<file path="src/dummy_end.sv">
// intentionally empty compilation unit marker
`default_nettype none
`default_nettype wire

</file>
<file path="src/rate_limit_pkg.sv">
// constants, field layout and register map of the port rate-limit configuration bank
// ============================================================================
// Function
// - threshold code selects 64k up to 20M rate
// - every threshold field resets to 000 (64k)
// - length bit 0 counts on own port meter
// - four fields per 16-bit register (two for ports 24/25), highest port on top
// - ports 4-7, 8-11, 12-15 share one layout
// - ports 12-15 register at 0x27b, resets zero
// - ports 24/25 register, bits 15:8 reserved
// - per-port enable gates bandwidth control
`default_nettype none

package rate_limit_pkg;

  // ==========================================================================
  // sizes
  localparam int unsigned NUM_PORTS = 14;
  localparam int unsigned ADDR_W = 12;
  localparam int unsigned DATA_W = 32;
  localparam int unsigned THR_W = 3;
  localparam int unsigned FIELD_W = 4;
  localparam int unsigned RATE_W = 15;
  localparam int unsigned EN_HI_W = 10;

  // ==========================================================================
  // register indices; byte address is four times the index
  localparam logic [9:0] IDX_RATE_4_7 = 10'h279;
  localparam logic [9:0] IDX_RATE_8_11 = 10'h27a;
  localparam logic [9:0] IDX_RATE_12_15 = 10'h27b;
  localparam logic [9:0] IDX_RATE_24_25 = 10'h27c;
  localparam logic [9:0] IDX_ENABLE_LO = 10'h27f;
  localparam logic [9:0] IDX_ENABLE_HI = 10'h280;
  localparam logic [ADDR_W-1:0] ADDR_RATE_4_7 = {IDX_RATE_4_7, 2'b00};
  localparam logic [ADDR_W-1:0] ADDR_RATE_8_11 = {IDX_RATE_8_11, 2'b00};
  localparam logic [ADDR_W-1:0] ADDR_RATE_12_15 = {IDX_RATE_12_15, 2'b00};
  localparam logic [ADDR_W-1:0] ADDR_RATE_24_25 = {IDX_RATE_24_25, 2'b00};
  localparam logic [ADDR_W-1:0] ADDR_ENABLE_LO = {IDX_ENABLE_LO, 2'b00};
  localparam logic [ADDR_W-1:0] ADDR_ENABLE_HI = {IDX_ENABLE_HI, 2'b00};

  // ==========================================================================
  // field layout inside one four-bit port field
  localparam int unsigned LEN_BIT = 3;
  localparam int unsigned THR_LSB = 0;
  // first bit of the enable low register that belongs to this bank (port 4)
  localparam int unsigned EN_LO_FIRST = 4;
  localparam int unsigned EN_HI_FIRST = 8;

  // ==========================================================================
  // reset values
  localparam logic [15:0] RATE_CFG_RST = 16'h0000;
  localparam logic [7:0] RATE_24_25_RST = 8'h00;
  localparam logic [15:0] ENABLE_LO_RST = 16'h0000;
  localparam logic [EN_HI_W-1:0] ENABLE_HI_RST = 10'h000;
  localparam logic [THR_W-1:0] THR_RST = 3'h0;

  // ==========================================================================
  // threshold codes and the rate each selects, in kbit/s
  localparam logic [THR_W-1:0] THR_64K = 3'h0;
  localparam logic [THR_W-1:0] THR_128K = 3'h1;
  localparam logic [THR_W-1:0] THR_256K = 3'h2;
  localparam logic [THR_W-1:0] THR_512K = 3'h3;
  localparam logic [THR_W-1:0] THR_1M = 3'h4;
  localparam logic [THR_W-1:0] THR_4M = 3'h5;
  localparam logic [THR_W-1:0] THR_10M = 3'h6;
  localparam logic [THR_W-1:0] THR_20M = 3'h7;
  localparam logic [RATE_W-1:0] RATE_64K = 15'h0040;
  localparam logic [RATE_W-1:0] RATE_128K = 15'h0080;
  localparam logic [RATE_W-1:0] RATE_256K = 15'h0100;
  localparam logic [RATE_W-1:0] RATE_512K = 15'h0200;
  localparam logic [RATE_W-1:0] RATE_1M = 15'h03e8;
  localparam logic [RATE_W-1:0] RATE_4M = 15'h0fa0;
  localparam logic [RATE_W-1:0] RATE_10M = 15'h2710;
  localparam logic [RATE_W-1:0] RATE_20M = 15'h4e20;
  localparam logic [RATE_W-1:0] RATE_NONE = 15'h0000;

endpackage : rate_limit_pkg

`default_nettype wire

</file>
<file path="src/apb_access.sv">
// apb slave phase tracking: setup, access, ready and error answer
`default_nettype none

module apb_access (
  // apb request
  input wire logic psel_i,
  input wire logic penable_i,
  input wire logic pwrite_i,
  // decode result
  input wire logic addr_hit_i,
  // phase strobes
  output logic setup_o,
  output logic wr_en_o,
  output logic pready_o,
  output logic pslverr_o
);

  // ==========================================================================
  // zero wait states: every access phase completes at its first edge
  assign pready_o = 1'b1;
  assign setup_o = psel_i && !penable_i;
  // unmapped writes are dropped and flagged
  assign wr_en_o = psel_i && penable_i && pwrite_i && addr_hit_i;
  assign pslverr_o = psel_i && penable_i && !addr_hit_i;

endmodule : apb_access

`default_nettype wire

</file>
<file path="src/port_rate_decode.sv">
// one port: threshold code to rate, gated by the port's enable
`default_nettype none

module port_rate_decode
  import rate_limit_pkg::*;
(
  // clock and reset
  input wire logic clk_i,
  input wire logic nrst_i,
  // port configuration
  input wire logic [rate_limit_pkg::THR_W-1:0] threshold_i,
  input wire logic enable_i,
  // applied rate, zero while limiting is off
  output logic [rate_limit_pkg::RATE_W-1:0] rate_kbps_o
);

  logic [RATE_W-1:0] rate_reg;
  logic [RATE_W-1:0] rate_next;
  logic [RATE_W-1:0] code_rate;

  // ==========================================================================
  // code table
  always_comb begin
    case (threshold_i)
      THR_64K: code_rate = RATE_64K;
      THR_128K: code_rate = RATE_128K;
      THR_256K: code_rate = RATE_256K;
      THR_512K: code_rate = RATE_512K;
      THR_1M: code_rate = RATE_1M;
      THR_4M: code_rate = RATE_4M;
      THR_10M: code_rate = RATE_10M;
      THR_20M: code_rate = RATE_20M;
      default: code_rate = RATE_64K;
    endcase
  end

  // threshold has no effect while the port is not enabled
  assign rate_next = enable_i ? code_rate : RATE_NONE;

  always_ff @(posedge clk_i) begin
    if (!nrst_i) begin
      rate_reg <= RATE_NONE;
    end else begin
      rate_reg <= rate_next;
    end
  end

  assign rate_kbps_o = rate_reg;

endmodule : port_rate_decode

`default_nettype wire

</file>
<file path="src/port_rate_limit_config.sv">
// register bank for per-port ingress rate-limit settings, reached over apb
`default_nettype none

module port_rate_limit_config
  import rate_limit_pkg::*;
(
  // clock and reset
  input wire logic clk_i,
  input wire logic nrst_i,
  // apb slave
  input wire logic psel_i,
  input wire logic penable_i,
  input wire logic pwrite_i,
  input wire logic [rate_limit_pkg::ADDR_W-1:0] paddr_i,
  input wire logic [rate_limit_pkg::DATA_W-1:0] pwdata_i,
  input wire logic [3:0] pstrb_i,
  output logic [rate_limit_pkg::DATA_W-1:0] prdata_o,
  output logic pready_o,
  output logic pslverr_o,
  // per-port settings, index 0..11 = ports 4..15, 12 = port 24, 13 = port 25
  output logic [rate_limit_pkg::NUM_PORTS*rate_limit_pkg::THR_W-1:0] port_rate_threshold_o,
  output logic [rate_limit_pkg::NUM_PORTS-1:0] port_length_count_sel_o,
  output logic [rate_limit_pkg::NUM_PORTS-1:0] port_rate_limit_enable_o,
  output logic [rate_limit_pkg::NUM_PORTS*rate_limit_pkg::RATE_W-1:0] port_rate_kbps_o
);

  // ==========================================================================
  // state
  logic [15:0] rate_4_7_reg;
  logic [15:0] rate_8_11_reg;
  logic [15:0] rate_12_15_reg;
  logic [7:0] rate_24_25_reg;
  logic [15:0] enable_lo_reg;
  logic [EN_HI_W-1:0] enable_hi_reg;
  logic [DATA_W-1:0] prdata_reg;
  logic [DATA_W-1:0] prdata_next;

  // ==========================================================================
  // address decode
  logic hit_4_7;
  logic hit_8_11;
  logic hit_12_15;
  logic hit_24_25;
  logic hit_en_lo;
  logic hit_en_hi;
  logic addr_hit;
  logic setup;
  logic wr_en;

  assign hit_4_7 = paddr_i == ADDR_RATE_4_7;
  assign hit_8_11 = paddr_i == ADDR_RATE_8_11;
  assign hit_12_15 = paddr_i == ADDR_RATE_12_15;
  assign hit_24_25 = paddr_i == ADDR_RATE_24_25;
  assign hit_en_lo = paddr_i == ADDR_ENABLE_LO;
  assign hit_en_hi = paddr_i == ADDR_ENABLE_HI;
  assign addr_hit = hit_4_7 || hit_8_11 || hit_12_15 || hit_24_25 || hit_en_lo || hit_en_hi;

  apb_access u_apb (
    .psel_i(psel_i),
    .penable_i(penable_i),
    .pwrite_i(pwrite_i),
    .addr_hit_i(addr_hit),
    .setup_o(setup),
    .wr_en_o(wr_en),
    .pready_o(pready_o),
    .pslverr_o(pslverr_o)
  );

  // ==========================================================================
  // byte-lane merge; upper lanes 2 and 3 carry nothing
  logic [15:0] merge_4_7;
  logic [15:0] merge_8_11;
  logic [15:0] merge_12_15;
  logic [7:0] merge_24_25;
  logic [15:0] merge_en_lo;
  logic [EN_HI_W-1:0] merge_en_hi;

  assign merge_4_7 = {pstrb_i[1] ? pwdata_i[15:8] : rate_4_7_reg[15:8],
                      pstrb_i[0] ? pwdata_i[7:0] : rate_4_7_reg[7:0]};
  assign merge_8_11 = {pstrb_i[1] ? pwdata_i[15:8] : rate_8_11_reg[15:8],
                       pstrb_i[0] ? pwdata_i[7:0] : rate_8_11_reg[7:0]};
  assign merge_12_15 = {pstrb_i[1] ? pwdata_i[15:8] : rate_12_15_reg[15:8],
                        pstrb_i[0] ? pwdata_i[7:0] : rate_12_15_reg[7:0]};
  // bits 15:8 are reserved and never stored
  assign merge_24_25 = pstrb_i[0] ? pwdata_i[7:0] : rate_24_25_reg;
  assign merge_en_lo = {pstrb_i[1] ? pwdata_i[15:8] : enable_lo_reg[15:8],
                        pstrb_i[0] ? pwdata_i[7:0] : enable_lo_reg[7:0]};
  assign merge_en_hi = {pstrb_i[1] ? pwdata_i[9:8] : enable_hi_reg[9:8],
                        pstrb_i[0] ? pwdata_i[7:0] : enable_hi_reg[7:0]};

  // ==========================================================================
  // registers
  always_ff @(posedge clk_i) begin
    if (!nrst_i) begin
      rate_4_7_reg <= RATE_CFG_RST;
      rate_8_11_reg <= RATE_CFG_RST;
      rate_12_15_reg <= RATE_CFG_RST;
      rate_24_25_reg <= RATE_24_25_RST;
      enable_lo_reg <= ENABLE_LO_RST;
      enable_hi_reg <= ENABLE_HI_RST;
    end else if (wr_en) begin
      if (hit_4_7) rate_4_7_reg <= merge_4_7;
      if (hit_8_11) rate_8_11_reg <= merge_8_11;
      if (hit_12_15) rate_12_15_reg <= merge_12_15;
      if (hit_24_25) rate_24_25_reg <= merge_24_25;
      if (hit_en_lo) enable_lo_reg <= merge_en_lo;
      if (hit_en_hi) enable_hi_reg <= merge_en_hi;
    end
  end

  // ==========================================================================
  // read path, captured in setup so prdata comes from a flop in the access phase
  assign prdata_next = hit_4_7 ? {16'h0000, rate_4_7_reg} :
                       hit_8_11 ? {16'h0000, rate_8_11_reg} :
                       hit_12_15 ? {16'h0000, rate_12_15_reg} :
                       hit_24_25 ? {24'h000000, rate_24_25_reg} :
                       hit_en_lo ? {16'h0000, enable_lo_reg} :
                       hit_en_hi ? {22'h0, enable_hi_reg} :
                       32'h00000000;

  always_ff @(posedge clk_i) begin
    if (!nrst_i) begin
      prdata_reg <= 32'h00000000;
    end else if (setup && !pwrite_i) begin
      prdata_reg <= prdata_next;
    end
  end

  assign prdata_o = prdata_reg;

  // ==========================================================================
  // field extraction: every rate register shares the same nibble layout
  logic [NUM_PORTS*FIELD_W-1:0] all_fields;
  logic [NUM_PORTS-1:0] all_enables;

  // low nibble holds the lowest-numbered port, top nibble the highest
  assign all_fields = {rate_24_25_reg, rate_12_15_reg, rate_8_11_reg, rate_4_7_reg};
  // port 24 sits in the nibble the layout calls port 16
  assign all_enables = {enable_hi_reg[EN_HI_FIRST +: 2],
                        enable_lo_reg[EN_LO_FIRST +: 12]};

  for (genvar p = 0; p < NUM_PORTS; p++) begin : g_port
    assign port_rate_threshold_o[p*THR_W +: THR_W] =
      all_fields[p*FIELD_W+THR_LSB +: THR_W];
    // 0 adds the packet length to the source port's own meter; 1 is stored as written
    assign port_length_count_sel_o[p] = all_fields[p*FIELD_W+LEN_BIT];
    assign port_rate_limit_enable_o[p] = all_enables[p];

    port_rate_decode u_dec (
      .clk_i(clk_i),
      .nrst_i(nrst_i),
      .threshold_i(all_fields[p*FIELD_W+THR_LSB +: THR_W]),
      .enable_i(all_enables[p]),
      .rate_kbps_o(port_rate_kbps_o[p*RATE_W +: RATE_W])
    );
  end
endmodule : port_rate_limit_config

`default_nettype wire

</file>
<file path="config.mk">
export PLATFORM = sky130hd
export DESIGN_NAME = port_rate_limit_config
export DESIGN_NICKNAME = d
export VERILOG_FILES = /design/src/dummy_end.sv /design/src/rate_limit_pkg.sv /design/src/apb_access.sv /design/src/port_rate_decode.sv /design/src/port_rate_limit_config.sv
export SDC_FILE = /design/constraint.sdc
export NUM_CORES = 1
export LEC_CHECK = 0
export BUFFER_PORTS_ARGS = -buffer_cell sky130_fd_sc_hd__clkbuf_2
export CORE_MARGIN = 10
export CORE_UTILIZATION = 53
export DETAILED_ROUTE_END_ITERATION = 12
export GPL_TIMING_DRIVEN = 0
export HOLD_SLACK_MARGIN = 0.02
export PLACE_DENSITY = 0.82
export SLEW_MARGIN = 20
export SYNTH_ARGS = -nofsm -noshare
export SYNTH_HDL_FRONTEND = slang
export SYNTH_SLANG_ARGS = --single-unit
</file>
<file path="constraint.sdc">
create_clock -name clk_i -period 3.8 [get_ports clk_i]
set_clock_uncertainty 0.05 [all_clocks]
set_input_delay 0.38 -clock clk_i [delete_from_list [all_inputs] [get_ports clk_i]]
set_output_delay 0.38 -clock clk_i [all_outputs]
set_load 0.01 [all_outputs]
</file>
=== Word level (Yosys, flattened, before mapping) ===
Memory sizes are Yosys's and may differ from the RTL's. A register that Yosys moved wholly into a read port is not among the register bits.
Cells that the tools add are included.
Widths: inputs -> output; s select.

* Register bits: 324
* Latch bits: 0
* Bits in writable memories: 0
* Bits in read-only memories: 1232
* Word-level logic and storage cells: 105
* Memories kept: 14

{| class="wikitable"
|+ Memories
! name !! depth !! width !! rd ports !! clocked after Yosys merged registers in !! write ports !! RTL line !! source
|-
| (no name shown) || 8 || 11 || 1 || 1 || 0 || port_rate_decode.sv:24 || <nowiki>case (threshold_i)</nowiki>
|-
| (no name shown) || 8 || 11 || 1 || 1 || 0 || port_rate_decode.sv:24 ||
|-
| (no name shown) || 8 || 11 || 1 || 1 || 0 || port_rate_decode.sv:24 ||
|-
| (no name shown) || 8 || 11 || 1 || 1 || 0 || port_rate_decode.sv:24 ||
|-
| (no name shown) || 8 || 11 || 1 || 1 || 0 || port_rate_decode.sv:24 ||
|-
| (no name shown) || 8 || 11 || 1 || 1 || 0 || port_rate_decode.sv:24 ||
|-
| 8 more memories || n/a || n/a || n/a || n/a || n/a || n/a ||
|}

* $add $sub $neg: 0
* $mul: 0
* Div/mod/pow operators: 0
* Order comparisons: 0
* Eq/ne operators: 6
* Shift operators: 0
* Muxes and demuxes: 6
* Bitwise operators: 0
* Reduce and logical (&&, ||, !) cells: 53

{| class="wikitable"
|+ Operators by type and width
! operator !! count
|-
| $mux 16 || 5
|-
| $eq 12x12->1 const B || 6
|-
| $reduce_and 3->1 || 11
|-
| $reduce_and 2->1 || 14
|-
| $logic_not 1->1 || 17
|-
| $mux 10 || 1
|-
| $logic_and 1x1->1 || 6
|-
| $logic_or 1x1->1 || 5
|}

=== Longest topological paths before layout ===
Gate-level depths: netlist (run 1).

* Depth after elaboration: 8
* Depth in mapped cells: 8

=== Cells and area by module ===
From an unflattened synthesis (run 1), not the netlist that was laid out.

* Cell total of the unflattened synthesis: 1066
* Area, all modules: 9739.3 µm²

{| class="wikitable"
|+ Modules (own cells, without submodules)
! module !! times used !! cells each !! area an instance (µm²) !! sequential area each (µm²)
|-
| port_rate_limit_config || 1 || 557 || 4755.8 || 1961.9
|-
| port_rate_decode (g_port[0].u_dec ...) || 13 || 36 || 352.8 || 200.2
|-
| port_rate_decode (g_port[2].u_dec) || 1 || 36 || 360.3 || 200.2
|-
| apb_access || 1 || 5 || 36.3 || 0.0
|}

=== Worst setup path after synthesis (run 1) ===
Ideal clock, no wire load.

* Path type: in2reg
* Start point: input paddr_i[10] (netlist name)
* End point: register enable_lo_reg[0]
* Library setup time: 116 ps
* Arrival time: 1621 ps
* Required time: 3634 ps
* Path slack: 2012 ps
* Stages: 7
* Buffers on the path: 2
* Cell sequence: nand4bb_1 buf_4 or3_4 or2_1 buf_2 nand2_1 a21boi_1

* Word-level cells in the longest chain between the ends: 8
* Elaborated cells between the ends (all ways): 13
* Classes of those cells: eq/ne: 6; reduce/logical: 7

{| class="wikitable"
|+ RTL lines
! element !! RTL line !! source
|-
| from (decl) || port_rate_limit_config.sv:14 || <nowiki>input wire logic [rate_limit_pkg::ADDR_W-1:0] paddr_i,</nowiki>
|-
| $eq 12x12->1, on equally long branches || port_rate_limit_config.sv:50, port_rate_limit_config.sv:51 ||
|-
| $logic_or 1x1->1 (5 in a row) || port_rate_limit_config.sv:56 || <nowiki>assign addr_hit = hit_4_7 || hit_8_11 || hit_12_15 || hit_24_25 || hit_en_lo || hit_en_hi;</nowiki>
|-
| $logic_and 1x1->1 || apb_access.sv:23 || <nowiki>assign wr_en_o = psel_i && penable_i && pwrite_i && addr_hit_i;</nowiki>
|-
| $reduce_and 3->1 (no line) (*) || n/a ||
|-
| to (signal assigned) || port_rate_limit_config.sv:106 || <nowiki>if (hit_en_lo) enable_lo_reg <= merge_en_lo;</nowiki>
|-
| to (decl) || port_rate_limit_config.sv:33 || <nowiki>logic [15:0] enable_lo_reg;</nowiki>
|}

Every way passes the cells marked *; elsewhere a longest branch is shown, timed or not.
A chain may end at the register's enable or synchronous reset.

=== Worst setup path in the final report (run 1) ===
* Start point: input paddr_i[2] (netlist name)
* End point: output pslverr_o

* Word-level cells in the longest chain between the ends: 8
* Elaborated cells between the ends (all ways): 13
* Classes of those cells: eq/ne: 6; reduce/logical: 7

{| class="wikitable"
|+ RTL lines
! element !! RTL line !! source
|-
| $eq 12x12->1, on equally long branches || port_rate_limit_config.sv:50, port_rate_limit_config.sv:51 ||
|-
| $logic_or 1x1->1 (4 in a row) || port_rate_limit_config.sv:56 ||
|-
| $logic_or 1x1->1 (*) || port_rate_limit_config.sv:56 ||
|-
| $logic_not 1->1 (*) || apb_access.sv:24 || <nowiki>assign pslverr_o = psel_i && penable_i && !addr_hit_i;</nowiki>
|-
| $logic_and 1x1->1 (*) || apb_access.sv:24 ||
|-
| to (decl) || port_rate_limit_config.sv:19 || <nowiki>output logic pslverr_o,</nowiki>
|}

Marks and branches as above.

==> results of run 1 <==
cell usage in the layout (no fill, tap or decap), drive strengths merged, types with 3 or more instances in the layout:
master	synthesis	layout
a221o	9	9
nor3	68	68
nand2b	14	14
nand4	8	8
nor2b	41	41
nand3	24	24
a21oi	62	62
nor3b	3	3
clkbuf	36	343
inv	22	23
mux2i	36	36
clkinv	0	3
nor4	9	9
a22o	5	5
o21ai	24	24
a211oi	6	6
o31ai	4	4
a221oi	7	7
nor2	114	114
bufinv	0	4
a21boi	42	42
dfxtp	238	238
nor4b	4	4
or2	3	3
buf	126	126
and2	5	5
conb	2	73
nand2	133	133
worst min-delay path: stages:
cell	delay, ps
clkbuf_2	110
nand2_1	60
a21boi_1	50
path summary, 6_finish.rpt:
kind	startpoint	to	slack, ps	depth (start not counted)
setup reg to reg	rate_24_25_reg[0]	prdata_o[0]	2020	5
hold / removal	pwdata_i[15]	rate_4_7_reg[15]	90	3
setup / recovery	paddr_i[2]	pslverr_o	1430	7
hold reg to reg	enable_lo_reg[0]	enable_lo_reg[0]	400	2
cells in the mapped netlist, types with 2 or more instances:
| cell | n |
|---|---|
| inv_1 | 22 |
| nor3_1 | 65 |
| buf_2 | 16 |
| nor2_1 | 109 |
| and4_1 | 2 |
| nor4_4 | 2 |
| or2_1 | 3 |
| nand4_2 | 3 |
| o21ai_0 | 24 |
| nor4bb_1 | 2 |
| and3_1 | 2 |
| and2_1 | 4 |
| o31ai_1 | 4 |
| a221oi_1 | 7 |
| a21oi_1 | 62 |
| nor3b_1 | 2 |
| dfxtp_1 | 238 |
| a21boi_1 | 31 |
| nand3_1 | 24 |
| a22o_1 | 5 |
| a21boi_0 | 11 |
| buf_4 | 105 |
| nor2b_1 | 41 |
| nor2_4 | 4 |
| mux2i_1 | 36 |
| o211ai_1 | 2 |
| nand4_1 | 5 |
| nor3_2 | 3 |
| conb_1 | 2 |
| nand2b_1 | 14 |
| nor4_1 | 5 |
| nor4_2 | 2 |
| a221o_1 | 9 |
| nor4b_1 | 3 |
| a311oi_1 | 2 |
| clkbuf_1 | 35 |
| nand2_1 | 133 |
| buf_1 | 3 |
| a211oi_1 | 6 |
per-stage QoR:
step / hold WS [ps] / total power, mW / instance area (µm²) / worst slack, ps
finish: 94.63 / 5.307 / 12380 / 1435
global route: 108.1 / 5.454 / 12380 / 1323
CTS: 87.45 / 5.317 / 12380 / 1489
detailed placement: 393.4 / 2.795 / 11510 / 1504
global placement: 388.9 / 2.793 / 11510 / 1526
floorplan: 380.9 / 2.713 / 9858 / 2012
cell type report:
cell class | instances | area (µm²) | area share [%]
tap | 229 | 286.5 | 2.314
buffer | 162 | 1047 | 8.458
clock buffer | 34 | 709.4 | 5.730
timing repair buffer | 273 | 1366 | 11.03
sequential | 238 | 4765 | 38.48
antenna | 1 | 2.502 | 0.02021
multi-input combinational | 717 | 3964 | 32.01
clock inverter | 10 | 158.9 | 1.283
inverter | 22 | 82.58 | 0.6669
cell families after synthesis:
family                 after synthesis  synth area share (%)
flip-flops                         238                 49.67
AND/OR/NAND/NOR                    439                 23.22
AO/OA/AOI/OAI                      168                 11.40
other                                2               0.07830
XOR/XNOR                             1               0.09133
buffers and inverters              184                 11.78
multiplexers                        36                 3.757
layer usage:
layer	wire length [µm]	part of all wire [%]	GRT usage, %
met3	3795	12	8.098
met1	12080	38	30.29
met4	1110	3.5	9.627
met5	0	0	0
met2	14770	47	40.53
report_power, final:
group	switching [mW]	leakage (nW)	total, mW	internal [mW]
Clock	0.981	0.422	2.56	1.57
Combinational	0.156	2.97	0.254	0.0982
Sequential	0.00121	1.92	2.50	2.50
Total	1.14	5.31	5.31	4.17
==> report_table.html, run 1 <==
<table>
<tr><th>Metric</th><th>Value</th></tr>
<tr><th colspan="2">STA</th></tr>
<tr><td>Final Hold Viols</td><td>0</td></tr>
<tr><td>Minimum clock period</td><td>2365 ps</td></tr>
<tr><td>Setup-failing EPs final</td><td>0</td></tr>
<tr><td>Number of pins with negative max-slew slack in the final report</td><td>0</td></tr>
<tr><td>Max-slew headroom</td><td>36.21%</td></tr>
<tr><td>Fmax achieved</td><td>422.8 MHz</td></tr>
<tr><td>Worst slew pin tran</td><td>956.8 ps</td></tr>
<tr><td>Unrepaired setup endpoints after global routing</td><td>no</td></tr>
<tr><td>Final critical-path share of the clock period</td><td>62.24%</td></tr>
<tr><td>Setup TNS Final</td><td>0 ps</td></tr>
<tr><th colspan="2">GRT</th></tr>
<tr><td>Global-route congestion overflow total</td><td>0</td></tr>
<tr><td>Number of antenna violations at the first check in global routing</td><td>1</td></tr>
<tr><td>First-pass GRT wire length</td><td>48.11 mm</td></tr>
<tr><td>Global routing usage summed across all routing layers</td><td>25.03%</td></tr>
<tr><td>Pin count of the biggest net entering global routing</td><td>15</td></tr>
<tr><td>Via count of the first global-routing pass</td><td>8441</td></tr>
<tr><th colspan="2">CTS</th></tr>
<tr><td>Clock Sinks</td><td>238</td></tr>
<tr><td>Number of buffers added by the clock tree synthesis step</td><td>24</td></tr>
<tr><td>Clock H-tree levels</td><td>1</td></tr>
<tr><td>Count of instances resized after the clock tree is built</td><td>0</td></tr>
<tr><td>Clock Root Buffer</td><td>clkbuf_16</td></tr>
<tr><td>Clock edge transition at the registers on the reported setup and hold paths</td><td>60 ps</td></tr>
<tr><td>Worst-case clock buffer depth</td><td>3</td></tr>
<tr><td>Clock insertion delay at the later pin of the skew report</td><td>520 ps</td></tr>
<tr><td>Setup Buffers After CTS</td><td>0</td></tr>
<tr><td>Count of hold-fix buffers inserted at cts</td><td>0</td></tr>
<tr><td>Clock tree from TritonCTS</td><td>built</td></tr>
<tr><th colspan="2">Drt</th></tr>
<tr><td>DRC marker count from the first detailed-route iteration</td><td>779</td></tr>
<tr><td>Total number of vias</td><td>8856</td></tr>
<tr><td>Mean number of vias per cell</td><td>5.253</td></tr>
<tr><td>DR pass1 iterations</td><td>5</td></tr>
<tr><td>Final wirelength</td><td>31.75 mm</td></tr>
<tr><td>DRC violations left</td><td>0</td></tr>
<tr><td>WL/cell</td><td>18.83 µm</td></tr>
<tr><td>Antenna-violating nets left</td><td>0</td></tr>
<tr><th colspan="2">Layout</th></tr>
<tr><td>Layout filler cell count</td><td>1432</td></tr>
<tr><td>Share of layout cells above drive strength 1</td><td>31.46%</td></tr>
<tr><td>Post-Route Utilization</td><td>69.16%</td></tr>
<tr><td>Non-filler cells, final</td><td>1686</td></tr>
<tr><td>Nets@finish</td><td>1491</td></tr>
<tr><td>Area growth from synthesis to layout</td><td>29.09%</td></tr>
<tr><td>Number of flip-flops under the largest register name</td><td>140</td></tr>
<tr><th colspan="2">Power and ir drop</th></tr>
<tr><td>Static Leakage</td><td>5.312 nW</td></tr>
<tr><td>Pwr/cell area</td><td>428.6 nW/µm²</td></tr>
<tr><td>Maximum vdd drop</td><td>0.4042 mV</td></tr>
<tr><th colspan="2">Placed design</th></tr>
<tr><td># placed instances</td><td>1641</td></tr>
<tr><td>DP HPWL</td><td>24.13 mm</td></tr>
<tr><td>Gpl congestion</td><td>0.9306</td></tr>
<tr><td>I/O Buffers</td><td>273</td></tr>
<tr><th colspan="2">Yosys</th></tr>
<tr><td>Area share of the largest cell type after synthesis</td><td>49.67%</td></tr>
<tr><td>Part of the Yosys area used for sequential elements</td><td>49.67%</td></tr>
<tr><td>Synth top area cells</td><td>dfxtp_1 50%, buf_4 8.2%, nand2_1 5.2%, nor2_1 4.3%, mux2i_1 3.8%</td></tr>
<tr><td>Cell variety after synth</td><td>59</td></tr>
<tr><td>Number of enable-type register cells in the synthesized netlist</td><td>0</td></tr>
<tr><td>Count of state elements after synthesis</td><td>238</td></tr>
<tr><td>Cell area after synthesis</td><td>9592 µm²</td></tr>
<tr><td>Main synth FF type</td><td>dfxtp_1</td></tr>
<tr><td>Post-synth top area cell</td><td>dfxtp_1</td></tr>
<tr><td>Synthesized netlist cell count</td><td>1068</td></tr>
<tr><td>Async S/R FF share, synth</td><td>0%</td></tr>
<tr><td>Count of yosys warnings during synthesis</td><td>0</td></tr>
<tr><td>Avg Synthesized Cell Area</td><td>8.981 µm²</td></tr>
<tr><th colspan="2">Hold path</th></tr>
<tr><td>Hold Crit Class</td><td>in -&gt; reg</td></tr>
<tr><th colspan="2">Floorplan</th></tr>
<tr><td>IO Pins</td><td>367</td></tr>
<tr><td>Initial Util</td><td>53.58%</td></tr>
<tr><td>Number of cell rows</td><td>49</td></tr>
<tr><td>Area of the core</td><td>17900 µm²</td></tr>
<tr><td>Horizontal die dimension</td><td>154.5 µm</td></tr>
<tr><td>Y dimension of the die</td><td>154.5 µm</td></tr>
<tr><td>Die footprint</td><td>23880 µm²</td></tr>
<tr><th colspan="2">Critical path</th></tr>
<tr><td>Type of element launching the critical path</td><td>input port</td></tr>
<tr><td>Critical path fanouts, max</td><td>10</td></tr>
<tr><td>Family of cells with the greatest summed delay on the critical path</td><td>buffers and inverters</td></tr>
<tr><td>CP cell instances</td><td>clkbuf_2 &gt; buf_2 &gt; buf_2 &gt; xnor2_1 &gt; o21ai_0 &gt; a211oi_1 &gt; clkbuf_2</td></tr>
<tr><td>Setup Crit Path Kind</td><td>in -&gt; out</td></tr>
<tr><td>Critical path required time</td><td>3370 ps</td></tr>
<tr><td>Slowest stage cell on the critical path</td><td>buf_2</td></tr>
<tr><td>Biggest cell delay along the critical path</td><td>300 ps</td></tr>
<tr><td>Buffer and inverter count on the worst path</td><td>4</td></tr>
<tr><td>Signal arrival time at the worst endpoint</td><td>1940 ps</td></tr>
<tr><td>CP endpoint kind</td><td>output pin</td></tr>
<tr><th colspan="2">Run status</th></tr>
<tr><td>Outcome</td><td>finished clean</td></tr>
<tr><th colspan="2">Job</th></tr>
<tr><td>Reported max-cap violation count</td><td>0</td></tr>
</table>
Power figures use the tool's default switching activity.
==> run 2: changes to the inputs <==
- CORE_UTILIZATION: 53 -> 49
- PLACE_DENSITY: 0.82 -> 0.76
- clock period: 3.8 -> 2.3 ns (I/O delays scaled with it)
==> run 2 against run 1 <==
Effect of this change: via count is 0.68% lower; non-clock buffer count up 11; cell area increased by 0.99%; power increased by 63%; setup slack worse by 1200 ps; sequential power increased by 65%; final cell count is 2.7% higher.
==> report_table.html, run 2 (same netlist as run 1, synthesis figures left out) <==
<table>
<tr><th>Metric</th><th>Value</th></tr>
<tr><th colspan="2">Run status</th></tr>
<tr><td>Outcome</td><td>finished clean</td></tr>
<tr><th colspan="2">Drt</th></tr>
<tr><td>DRC violations left</td><td>0 (unchanged)</td></tr>
<tr><td>Mean number of vias per cell</td><td>5.079 (-3.3%)</td></tr>
<tr><td>DR WL met2</td><td>15.38 mm (+4.2%)</td></tr>
<tr><td>WL/cell</td><td>18.84 µm (about the same)</td></tr>
<tr><td>Total number of vias</td><td>8796 (-0.68%)</td></tr>
<tr><td>Top metal layer carrying routed signals</td><td>met4</td></tr>
<tr><td>Routed length on met1</td><td>12.75 mm (+5.5%)</td></tr>
<tr><td>WL met3</td><td>3.502 mm (-7.7%)</td></tr>
<tr><td>DR pass1 iterations</td><td>5 (unchanged)</td></tr>
<tr><td>Antenna-violating nets left</td><td>0 (unchanged)</td></tr>
<tr><td>Final wirelength</td><td>32.63 mm (+2.8%)</td></tr>
<tr><td>DRC marker count from the first detailed-route iteration</td><td>666 (-15%)</td></tr>
<tr><th colspan="2">GRT</th></tr>
<tr><td>Number of antenna violations at the first check in global routing</td><td>1 (unchanged)</td></tr>
<tr><td>Global routing usage summed across all routing layers</td><td>24.11% (-0.92 points)</td></tr>
<tr><td>First-pass GRT wire length</td><td>49.59 mm (+3.1%)</td></tr>
<tr><td>Pin count of the biggest net entering global routing</td><td>15 (unchanged)</td></tr>
<tr><td>Via count of the first global-routing pass</td><td>8531 (+1.1%)</td></tr>
<tr><td>Global-route congestion overflow total</td><td>0 (unchanged)</td></tr>
<tr><th colspan="2">Floorplan</th></tr>
<tr><td>IO Pins</td><td>367 (unchanged)</td></tr>
<tr><td>Area of the core</td><td>19330 µm² (+8.0%)</td></tr>
<tr><td>Number of cell rows</td><td>51 (+4.1%)</td></tr>
<tr><td>Y dimension of the die</td><td>159.9 µm (+3.5%)</td></tr>
<tr><td>Horizontal die dimension</td><td>159.9 µm (+3.5%)</td></tr>
<tr><td>Initial Util</td><td>49.61% (-4.0 points)</td></tr>
<tr><td>Die footprint</td><td>25570 µm² (+7.1%)</td></tr>
<tr><th colspan="2">Placed design</th></tr>
<tr><td>I/O Buffers</td><td>273 (unchanged)</td></tr>
<tr><td>DP HPWL</td><td>25.01 mm (+3.7%)</td></tr>
<tr><td>Gpl congestion</td><td>0.9509 (+2.2%)</td></tr>
<tr><td>Post-placement cell area</td><td>11560 µm² (+0.39%)</td></tr>
<tr><th colspan="2">Critical path</th></tr>
<tr><td>Register-to-register setup slack</td><td>560 ps (-1460 ps)</td></tr>
<tr><td>Setup Crit Path Kind</td><td>in -&gt; out</td></tr>
<tr><td>CP endpoint kind</td><td>output pin</td></tr>
<tr><td>Worst r2r path cells</td><td>5 (unchanged)</td></tr>
<tr><td>Critical path required time</td><td>2020 ps (-1350 ps)</td></tr>
<tr><td>Signal arrival time at the worst endpoint</td><td>1790 ps (-150 ps)</td></tr>
<tr><td>Critical path fanouts, max</td><td>10 (unchanged)</td></tr>
<tr><td>Type of element launching the critical path</td><td>input port</td></tr>
<tr><th colspan="2">CTS</th></tr>
<tr><td>Setup Buffers After CTS</td><td>0 (unchanged)</td></tr>
<tr><td>Clock insertion delay at the later pin of the skew report</td><td>520 ps (about the same)</td></tr>
<tr><td>Clock H-tree levels</td><td>1 (unchanged)</td></tr>
<tr><td>Clock tree from TritonCTS</td><td>built</td></tr>
<tr><td>Clock Root Buffer</td><td>clkbuf_16</td></tr>
<tr><td>Clock Sinks</td><td>238 (unchanged)</td></tr>
<tr><td>Worst-case clock buffer depth</td><td>3 (unchanged)</td></tr>
<tr><td>Number of buffers added by the clock tree synthesis step</td><td>24 (unchanged)</td></tr>
<tr><td>Clock edge transition at the registers on the reported setup and hold paths</td><td>60 ps (about the same)</td></tr>
<tr><th colspan="2">STA</th></tr>
<tr><td>Worst slew pin tran</td><td>991.2 ps (+34.42 ps)</td></tr>
<tr><td>Setup-failing EPs final</td><td>0 (unchanged)</td></tr>
<tr><td>Fmax achieved</td><td>483.0 MHz</td></tr>
<tr><td>Min Hold Slack</td><td>36.92 ps (-57.70 ps)</td></tr>
<tr><td>Final critical-path share of the clock period</td><td>90.01%</td></tr>
<tr><td>Final Hold Viols</td><td>0 (unchanged)</td></tr>
<tr><td>Number of pins with negative max-slew slack in the final report</td><td>0 (unchanged)</td></tr>
<tr><td>Setup TNS Final</td><td>0 ps (unchanged)</td></tr>
<tr><td>Max-slew headroom</td><td>33.92% (-2.3 points)</td></tr>
<tr><td>Unrepaired setup endpoints after global routing</td><td>no</td></tr>
<tr><td>Minimum clock period</td><td>2070 ps</td></tr>
<tr><th colspan="2">Power and ir drop</th></tr>
<tr><td>Net Sw Frac</td><td>21.71% (+0.28 points)</td></tr>
<tr><td>Internal power</td><td>6.756 mW (+62%)</td></tr>
<tr><td>Part of the total power dissipated in the clock network</td><td>47.1% (-1.1 points)</td></tr>
<tr><td>Switching component of the power</td><td>1.873 mW (+65%)</td></tr>
<tr><td>Maximum vdd drop</td><td>0.4272 mV (+5.7%)</td></tr>
<tr><td>Static Leakage</td><td>5.352 nW (+0.75%)</td></tr>
<tr><td>Reg power frac</td><td>47.8% (+0.7 points)</td></tr>
<tr><td>Pwr/cell area</td><td>690.1 nW/µm² (+61%)</td></tr>
<tr><td>Portion of total power attributed to combinational logic</td><td>5.1% (+0.3 points)</td></tr>
<tr><th colspan="2">Job</th></tr>
<tr><td>Reported max-cap violation count</td><td>0 (unchanged)</td></tr>
<tr><th colspan="2">Layout</th></tr>
<tr><td>Nets@finish</td><td>1502 (+0.74%)</td></tr>
<tr><td>Post-route standard cell area excluding fillers</td><td>12500 µm² (+0.99%)</td></tr>
<tr><td>Most frequent cells in the layout</td><td>274 x clkbuf_2, 238 x dfxtp_1, 133 x nand2_1</td></tr>
<tr><td>Number of flip-flops under the largest register name</td><td>140 (unchanged)</td></tr>
<tr><td>Area growth from synthesis to layout</td><td>30.37%</td></tr>
<tr><td>Share of layout cells above drive strength 1</td><td>31.31% (-0.15 points)</td></tr>
<tr><td>Most common cell after layout, fill and taps aside</td><td>clkbuf_2</td></tr>
<tr><th colspan="2">Hold path</th></tr>
<tr><td>Worst Hold Path Cells</td><td>3 (unchanged)</td></tr>
<tr><td>Hold Crit Class</td><td>in -&gt; reg</td></tr>
</table>
-- run 2: cell count changes in the layout (fill, tap and decap cells not counted), moves of 2 or more --
cell | before | now
bufinv_16 | 4 | 2
clkbuf_1 | 39 | 37
clkbuf_8 | 5 | 8
clkinv_2 | 3 | 5
dlygate4sd3_1 | 0 | 11
-- run 2: path summary, 6_finish.rpt --
kind / start / end
worst max-delay path: paddr_i[2] / pslverr_o
worst min-delay path: pwdata_i[0] / enable_lo_reg[0]
worst min register to register: enable_lo_reg[0] / enable_lo_reg[0]
worst max register to register: rate_24_25_reg[0] / prdata_o[0]
-- run 2: layout make-up --
cell class / count / area (µm²)
fillers: 1687 / 6830
clock inverters: 8 / 92.59
multi-input cells: 717 / 3964
repair buffers: 284 / 1476
flip-flops and latches: 238 / 4765
well taps: 265 / 331.6
diodes: 1 / 2.502
inverters: 22 / 82.58
clock buffers: 35 / 743.2
plain buffers: 162 / 1047
-- run 2: metal layers --
metal  global-route usage [%]  vias to the layer above
met1                    28.34                     4055
met4                    8.681                        0
met5                        0                        -
li1                         -                     4190
met3                    8.175                       67
met2                    40.14                      484
-- run 2: critical path: stages --
cell	delay (ps)
clkbuf_2	220
buf_2	300
buf_2	310
xnor2_1	150
o21ai_0	90
a211oi_1	290
clkbuf_2	200
-- run 2: per-stage QoR --
stage	cells	power, mW	utilization [%]	worst slack (ps)
after floorplan	1139	4.482	-	662.2
after global placement	1677	4.616	59.77	240.7
after detailed placement	1677	4.619	59.77	200.5
after CTS	1731	8.639	64.66	264.6
after global routing	1732	8.882	64.67	121.8
final	1732	8.629	64.67	229.7
-- run 2: power groups by stage --
| stage | clock network (mW) | logic [mW] | registers [mW] |
|---|---|---|---|
| 2_1_floorplan | 0 | 0.261 | 4.22 |
| 3_3_place_gp | 0 | 0.397 | 4.22 |
| 3_5_place_dp | 0 | 0.400 | 4.22 |
| 4_1_cts | 4.09 | 0.418 | 4.13 |
| 5_1_grt | 4.29 | 0.467 | 4.12 |
| 6_report | 4.07 | 0.437 | 4.13 |
-- run 2: what timing repair did --
item / 4_1_cts / 5_1_grt
gates resized for setup: 0 / 0
hold buffers: 11 / 0
endpoints found under the hold margin: 26 / 0
==> run 3: changes to the inputs <==
- CELL_PAD_IN_SITES_DETAIL_PLACEMENT: unset -> 0
- CELL_PAD_IN_SITES_GLOBAL_PLACEMENT: unset -> 1
- CORE_UTILIZATION: 49 -> 36
- PLACE_DENSITY: 0.76 -> 0.77
==> run 3 against run 2 <==
Effect of this change: first-iteration DRC count decreased by 21%; register-to-register slack got worse by 20 ps; largest cell class unchanged; clock power increased by 6.9%; fmax decreased by 6.5%; largest power group is now the clock network; critical endpoint unchanged; utilization decreased by 16 points.
==> report_table.html, run 3 (same netlist as run 1, synthesis figures left out) <==
<table>
<tr><th>Metric</th><th>Value</th></tr>
<tr><th colspan="2">CTS</th></tr>
<tr><td>Clock insertion delay at the later pin of the skew report</td><td>530 ps (about the same)</td></tr>
<tr><td>Number of buffers added by the clock tree synthesis step</td><td>26 (+8.3%)</td></tr>
<tr><td>Clock Sinks</td><td>238 (unchanged)</td></tr>
<tr><td>Clock tree from TritonCTS</td><td>built</td></tr>
<tr><td>Count of hold-fix buffers inserted at cts</td><td>13 (+2)</td></tr>
<tr><td>Clock H-tree levels</td><td>1 (unchanged)</td></tr>
<tr><td>Setup Buffers After CTS</td><td>0 (unchanged)</td></tr>
<tr><td>Clock Root Buffer</td><td>clkbuf_16</td></tr>
<tr><td>Count of instances resized after the clock tree is built</td><td>0 (unchanged)</td></tr>
<tr><td>Clock edge transition at the registers on the reported setup and hold paths</td><td>60 ps (about the same)</td></tr>
<tr><td>Worst-case clock buffer depth</td><td>3 (unchanged)</td></tr>
<tr><th colspan="2">GRT</th></tr>
<tr><td>Pin count of the biggest net entering global routing</td><td>14 (-1)</td></tr>
<tr><td>First-pass GRT wire length</td><td>51.15 mm (+3.1%)</td></tr>
<tr><td>Global-route congestion overflow total</td><td>0 (unchanged)</td></tr>
<tr><td>Global routing usage summed across all routing layers</td><td>19.43% (-4.7 points)</td></tr>
<tr><td>Via count of the first global-routing pass</td><td>8356 (-2.1%)</td></tr>
<tr><td>Number of antenna violations at the first check in global routing</td><td>1 (unchanged)</td></tr>
<tr><th colspan="2">Drt</th></tr>
<tr><td>DRC marker count from the first detailed-route iteration</td><td>525 (-21%)</td></tr>
<tr><td>Final wirelength</td><td>34.47 mm (+5.6%)</td></tr>
<tr><td>Total number of vias</td><td>8580 (-2.5%)</td></tr>
<tr><td>WL/cell</td><td>19.07 µm (+1.2%)</td></tr>
<tr><td>Antenna-violating nets left</td><td>0 (unchanged)</td></tr>
<tr><td>Mean number of vias per cell</td><td>4.746 (-6.6%)</td></tr>
<tr><td>DRC violations left</td><td>0 (unchanged)</td></tr>
<tr><td>DR pass1 iterations</td><td>5 (unchanged)</td></tr>
<tr><th colspan="2">Power and ir drop</th></tr>
<tr><td>Static Leakage</td><td>5.382 nW (+0.56%)</td></tr>
<tr><td>Maximum vdd drop</td><td>0.5353 mV (+25%)</td></tr>
<tr><td>Pwr/cell area</td><td>703.5 nW/µm² (+1.9%)</td></tr>
<tr><th colspan="2">Critical path</th></tr>
<tr><td>Critical path fanouts, max</td><td>10 (unchanged)</td></tr>
<tr><td>CP endpoint kind</td><td>output pin</td></tr>
<tr><td>Type of element launching the critical path</td><td>input port</td></tr>
<tr><td>Biggest cell delay along the critical path</td><td>420 ps (+110 ps)</td></tr>
<tr><td>Signal arrival time at the worst endpoint</td><td>1940 ps (+150 ps)</td></tr>
<tr><td>Slowest stage cell on the critical path</td><td>a211oi_1</td></tr>
<tr><td>Endpoint of the worst register-to-register path</td><td>prdata_o[0]</td></tr>
<tr><td>CP cell instances</td><td>clkbuf_2 &gt; buf_2 &gt; buf_2 &gt; xnor2_1 &gt; o21ai_0 &gt; a211oi_1 &gt; clkbuf_2</td></tr>
<tr><td>Worst r2r path cells</td><td>5 (unchanged)</td></tr>
<tr><td>Reg2Reg Launch Point</td><td>rate_24_25_reg[0]</td></tr>
<tr><td>Critical path required time</td><td>2020 ps (about the same)</td></tr>
<tr><td>Setup Crit Path Kind</td><td>in -&gt; out</td></tr>
<tr><td>Register-to-register setup slack</td><td>540 ps (-20 ps)</td></tr>
<tr><th colspan="2">STA</th></tr>
<tr><td>Setup-failing EPs final</td><td>0 (unchanged)</td></tr>
<tr><td>Worst path setup slack after routing</td><td>84.79 ps (-144.9 ps)</td></tr>
<tr><td>Minimum clock period</td><td>2215 ps (+144.9 ps)</td></tr>
<tr><td>Final Hold Viols</td><td>0 (unchanged)</td></tr>
<tr><td>Unrepaired setup endpoints after global routing</td><td>no</td></tr>
<tr><td>Setup TNS Final</td><td>0 ps (unchanged)</td></tr>
<tr><td>Number of pins with negative max-slew slack in the final report</td><td>0 (unchanged)</td></tr>
<tr><td>Max-slew headroom</td><td>31.14% (-2.8 points)</td></tr>
<tr><td>Worst slew pin tran</td><td>1033 ps (+41.68 ps)</td></tr>
<tr><td>Final critical-path share of the clock period</td><td>96.31% (+6.3 points)</td></tr>
<tr><td>Fmax achieved</td><td>451.4 MHz (-6.5%)</td></tr>
<tr><th colspan="2">Placed design</th></tr>
<tr><td>I/O Buffers</td><td>273 (unchanged)</td></tr>
<tr><td>Post-placement cell area</td><td>11640 µm² (+0.76%)</td></tr>
<tr><td>Worst slack at placement</td><td>79.28 ps (-121.2 ps)</td></tr>
<tr><td>Gpl congestion</td><td>0.9081 (-4.5%)</td></tr>
<tr><td>DP HPWL</td><td>26.72 mm (+6.8%)</td></tr>
<tr><th colspan="2">Layout</th></tr>
<tr><td>Nets@finish</td><td>1506 (+0.27%)</td></tr>
<tr><td>Most frequent cells in the layout</td><td>274 x clkbuf_2, 238 x dfxtp_1, 133 x nand2_1</td></tr>
<tr><td>Number of flip-flops under the largest register name</td><td>140 (unchanged)</td></tr>
<tr><td>Share of layout cells above drive strength 1</td><td>31.18% (-0.13 points)</td></tr>
<tr><td>Area growth from synthesis to layout</td><td>32.17%</td></tr>
<tr><td>Post-route standard cell area excluding fillers</td><td>12680 µm² (+1.4%)</td></tr>
<tr><td>Most common cell after layout, fill and taps aside</td><td>clkbuf_2</td></tr>
<tr><th colspan="2">Floorplan</th></tr>
<tr><td>Area of the core</td><td>26130 µm² (+35%)</td></tr>
<tr><td>Y dimension of the die</td><td>183.2 µm (+15%)</td></tr>
<tr><td>Initial Util</td><td>36.70% (-13 points)</td></tr>
<tr><td>Number of cell rows</td><td>59 (+16%)</td></tr>
<tr><td>IO Pins</td><td>367 (unchanged)</td></tr>
<tr><td>Die footprint</td><td>33570 µm² (+31%)</td></tr>
<tr><td>Horizontal die dimension</td><td>183.2 µm (+15%)</td></tr>
<tr><th colspan="2">Hold path</th></tr>
<tr><td>Hold path endpoint</td><td>enable_lo_reg[8]</td></tr>
<tr><td>Hold Crit Class</td><td>in -&gt; reg</td></tr>
<tr><td>Startpoint of the tightest hold check path</td><td>pwdata_i[8]</td></tr>
<tr><td>Worst Hold Path Cells</td><td>3 (unchanged)</td></tr>
<tr><th colspan="2">Job</th></tr>
<tr><td>Reported max-cap violation count</td><td>0 (unchanged)</td></tr>
<tr><th colspan="2">Run status</th></tr>
<tr><td>Outcome</td><td>finished clean</td></tr>
</table>
[run 3: changes by cell type in the layout (fill, tap and decap cells not counted)]
cell,change
bufinv_16,+1
clkbuf_1,+4
clkbuf_16,+2
clkbuf_8,-2
clkinv_2,-2
clkinvlp_4,+1
dlygate4sd3_1,+2
[run 3: layout make-up]
class                   count  area (µm²)
plain buffers             162        1047
well taps                 335       419.2
clock inverters             8       120.1
flip-flops and latches    238        4765
clock buffers              39       780.7
fillers                  2566       13460
inverters                  22       82.58
repair buffers            286        1496
multi-input cells         717        3964
diodes                      1       2.502
[run 3: through the flow]
| step | utilization [%] | hold WS (ps) | power (mW) | instances |
|---|---|---|---|---|
| after floorplan | - | 319.2 | 4.482 | 1139 |
| after detailed placement | 44.56 | 396.5 | 4.627 | 1747 |
| after global routing | 48.50 | 40.40 | 9.165 | 1807 |
| after CTS | 48.50 | 23.73 | 8.978 | 1807 |
| after global placement | 44.56 | 386.6 | 4.628 | 1747 |
| final | 48.51 | 39.68 | 8.918 | 1808 |
[run 3: worst max-delay path by stage]
stage	slack, ps	to	startpoint
floorplan	660	enable_lo_reg[3]	paddr_i[10]
global placement	60	g_port[2].u_dec.rate_kbps_o[4]	nrst_i
detailed placement	80	g_port[2].u_dec.rate_kbps_o[4]	nrst_i
CTS	110	pslverr_o	paddr_i[2]
global route	60	pslverr_o	paddr_i[2]
finish	80	pslverr_o	paddr_i[2]
[run 3: power by group]
part | switching [mW] | leakage (nW) | total (mW) | internal, mW
Sequential | 0.00178 | 1.92 | 4.13 | 4.13
Combinational | 0.267 | 3.03 | 0.443 | 0.177
Clock | 1.68 | 0.437 | 4.35 | 2.67
Total | 1.95 | 5.38 | 8.92 | 6.97
[run 3: metal layers]
layer	global-route usage [%]	vias to the layer above	routed length (µm)
met2	32.13	331	16220
li1	-	4206	-
met3	6.146	39	3148
met4	4.328	0	618
met1	24.23	4004	14490
met5	0	-	0
[run 3: worst max-delay path, delay by kind of cell]
| kind | cells | cell delay (ps) |
|---|---|---|
| xor+xnor | 1 | 140 |
| compound gates | 2 | 500 |
| buf+inv | 4 | 1040 |
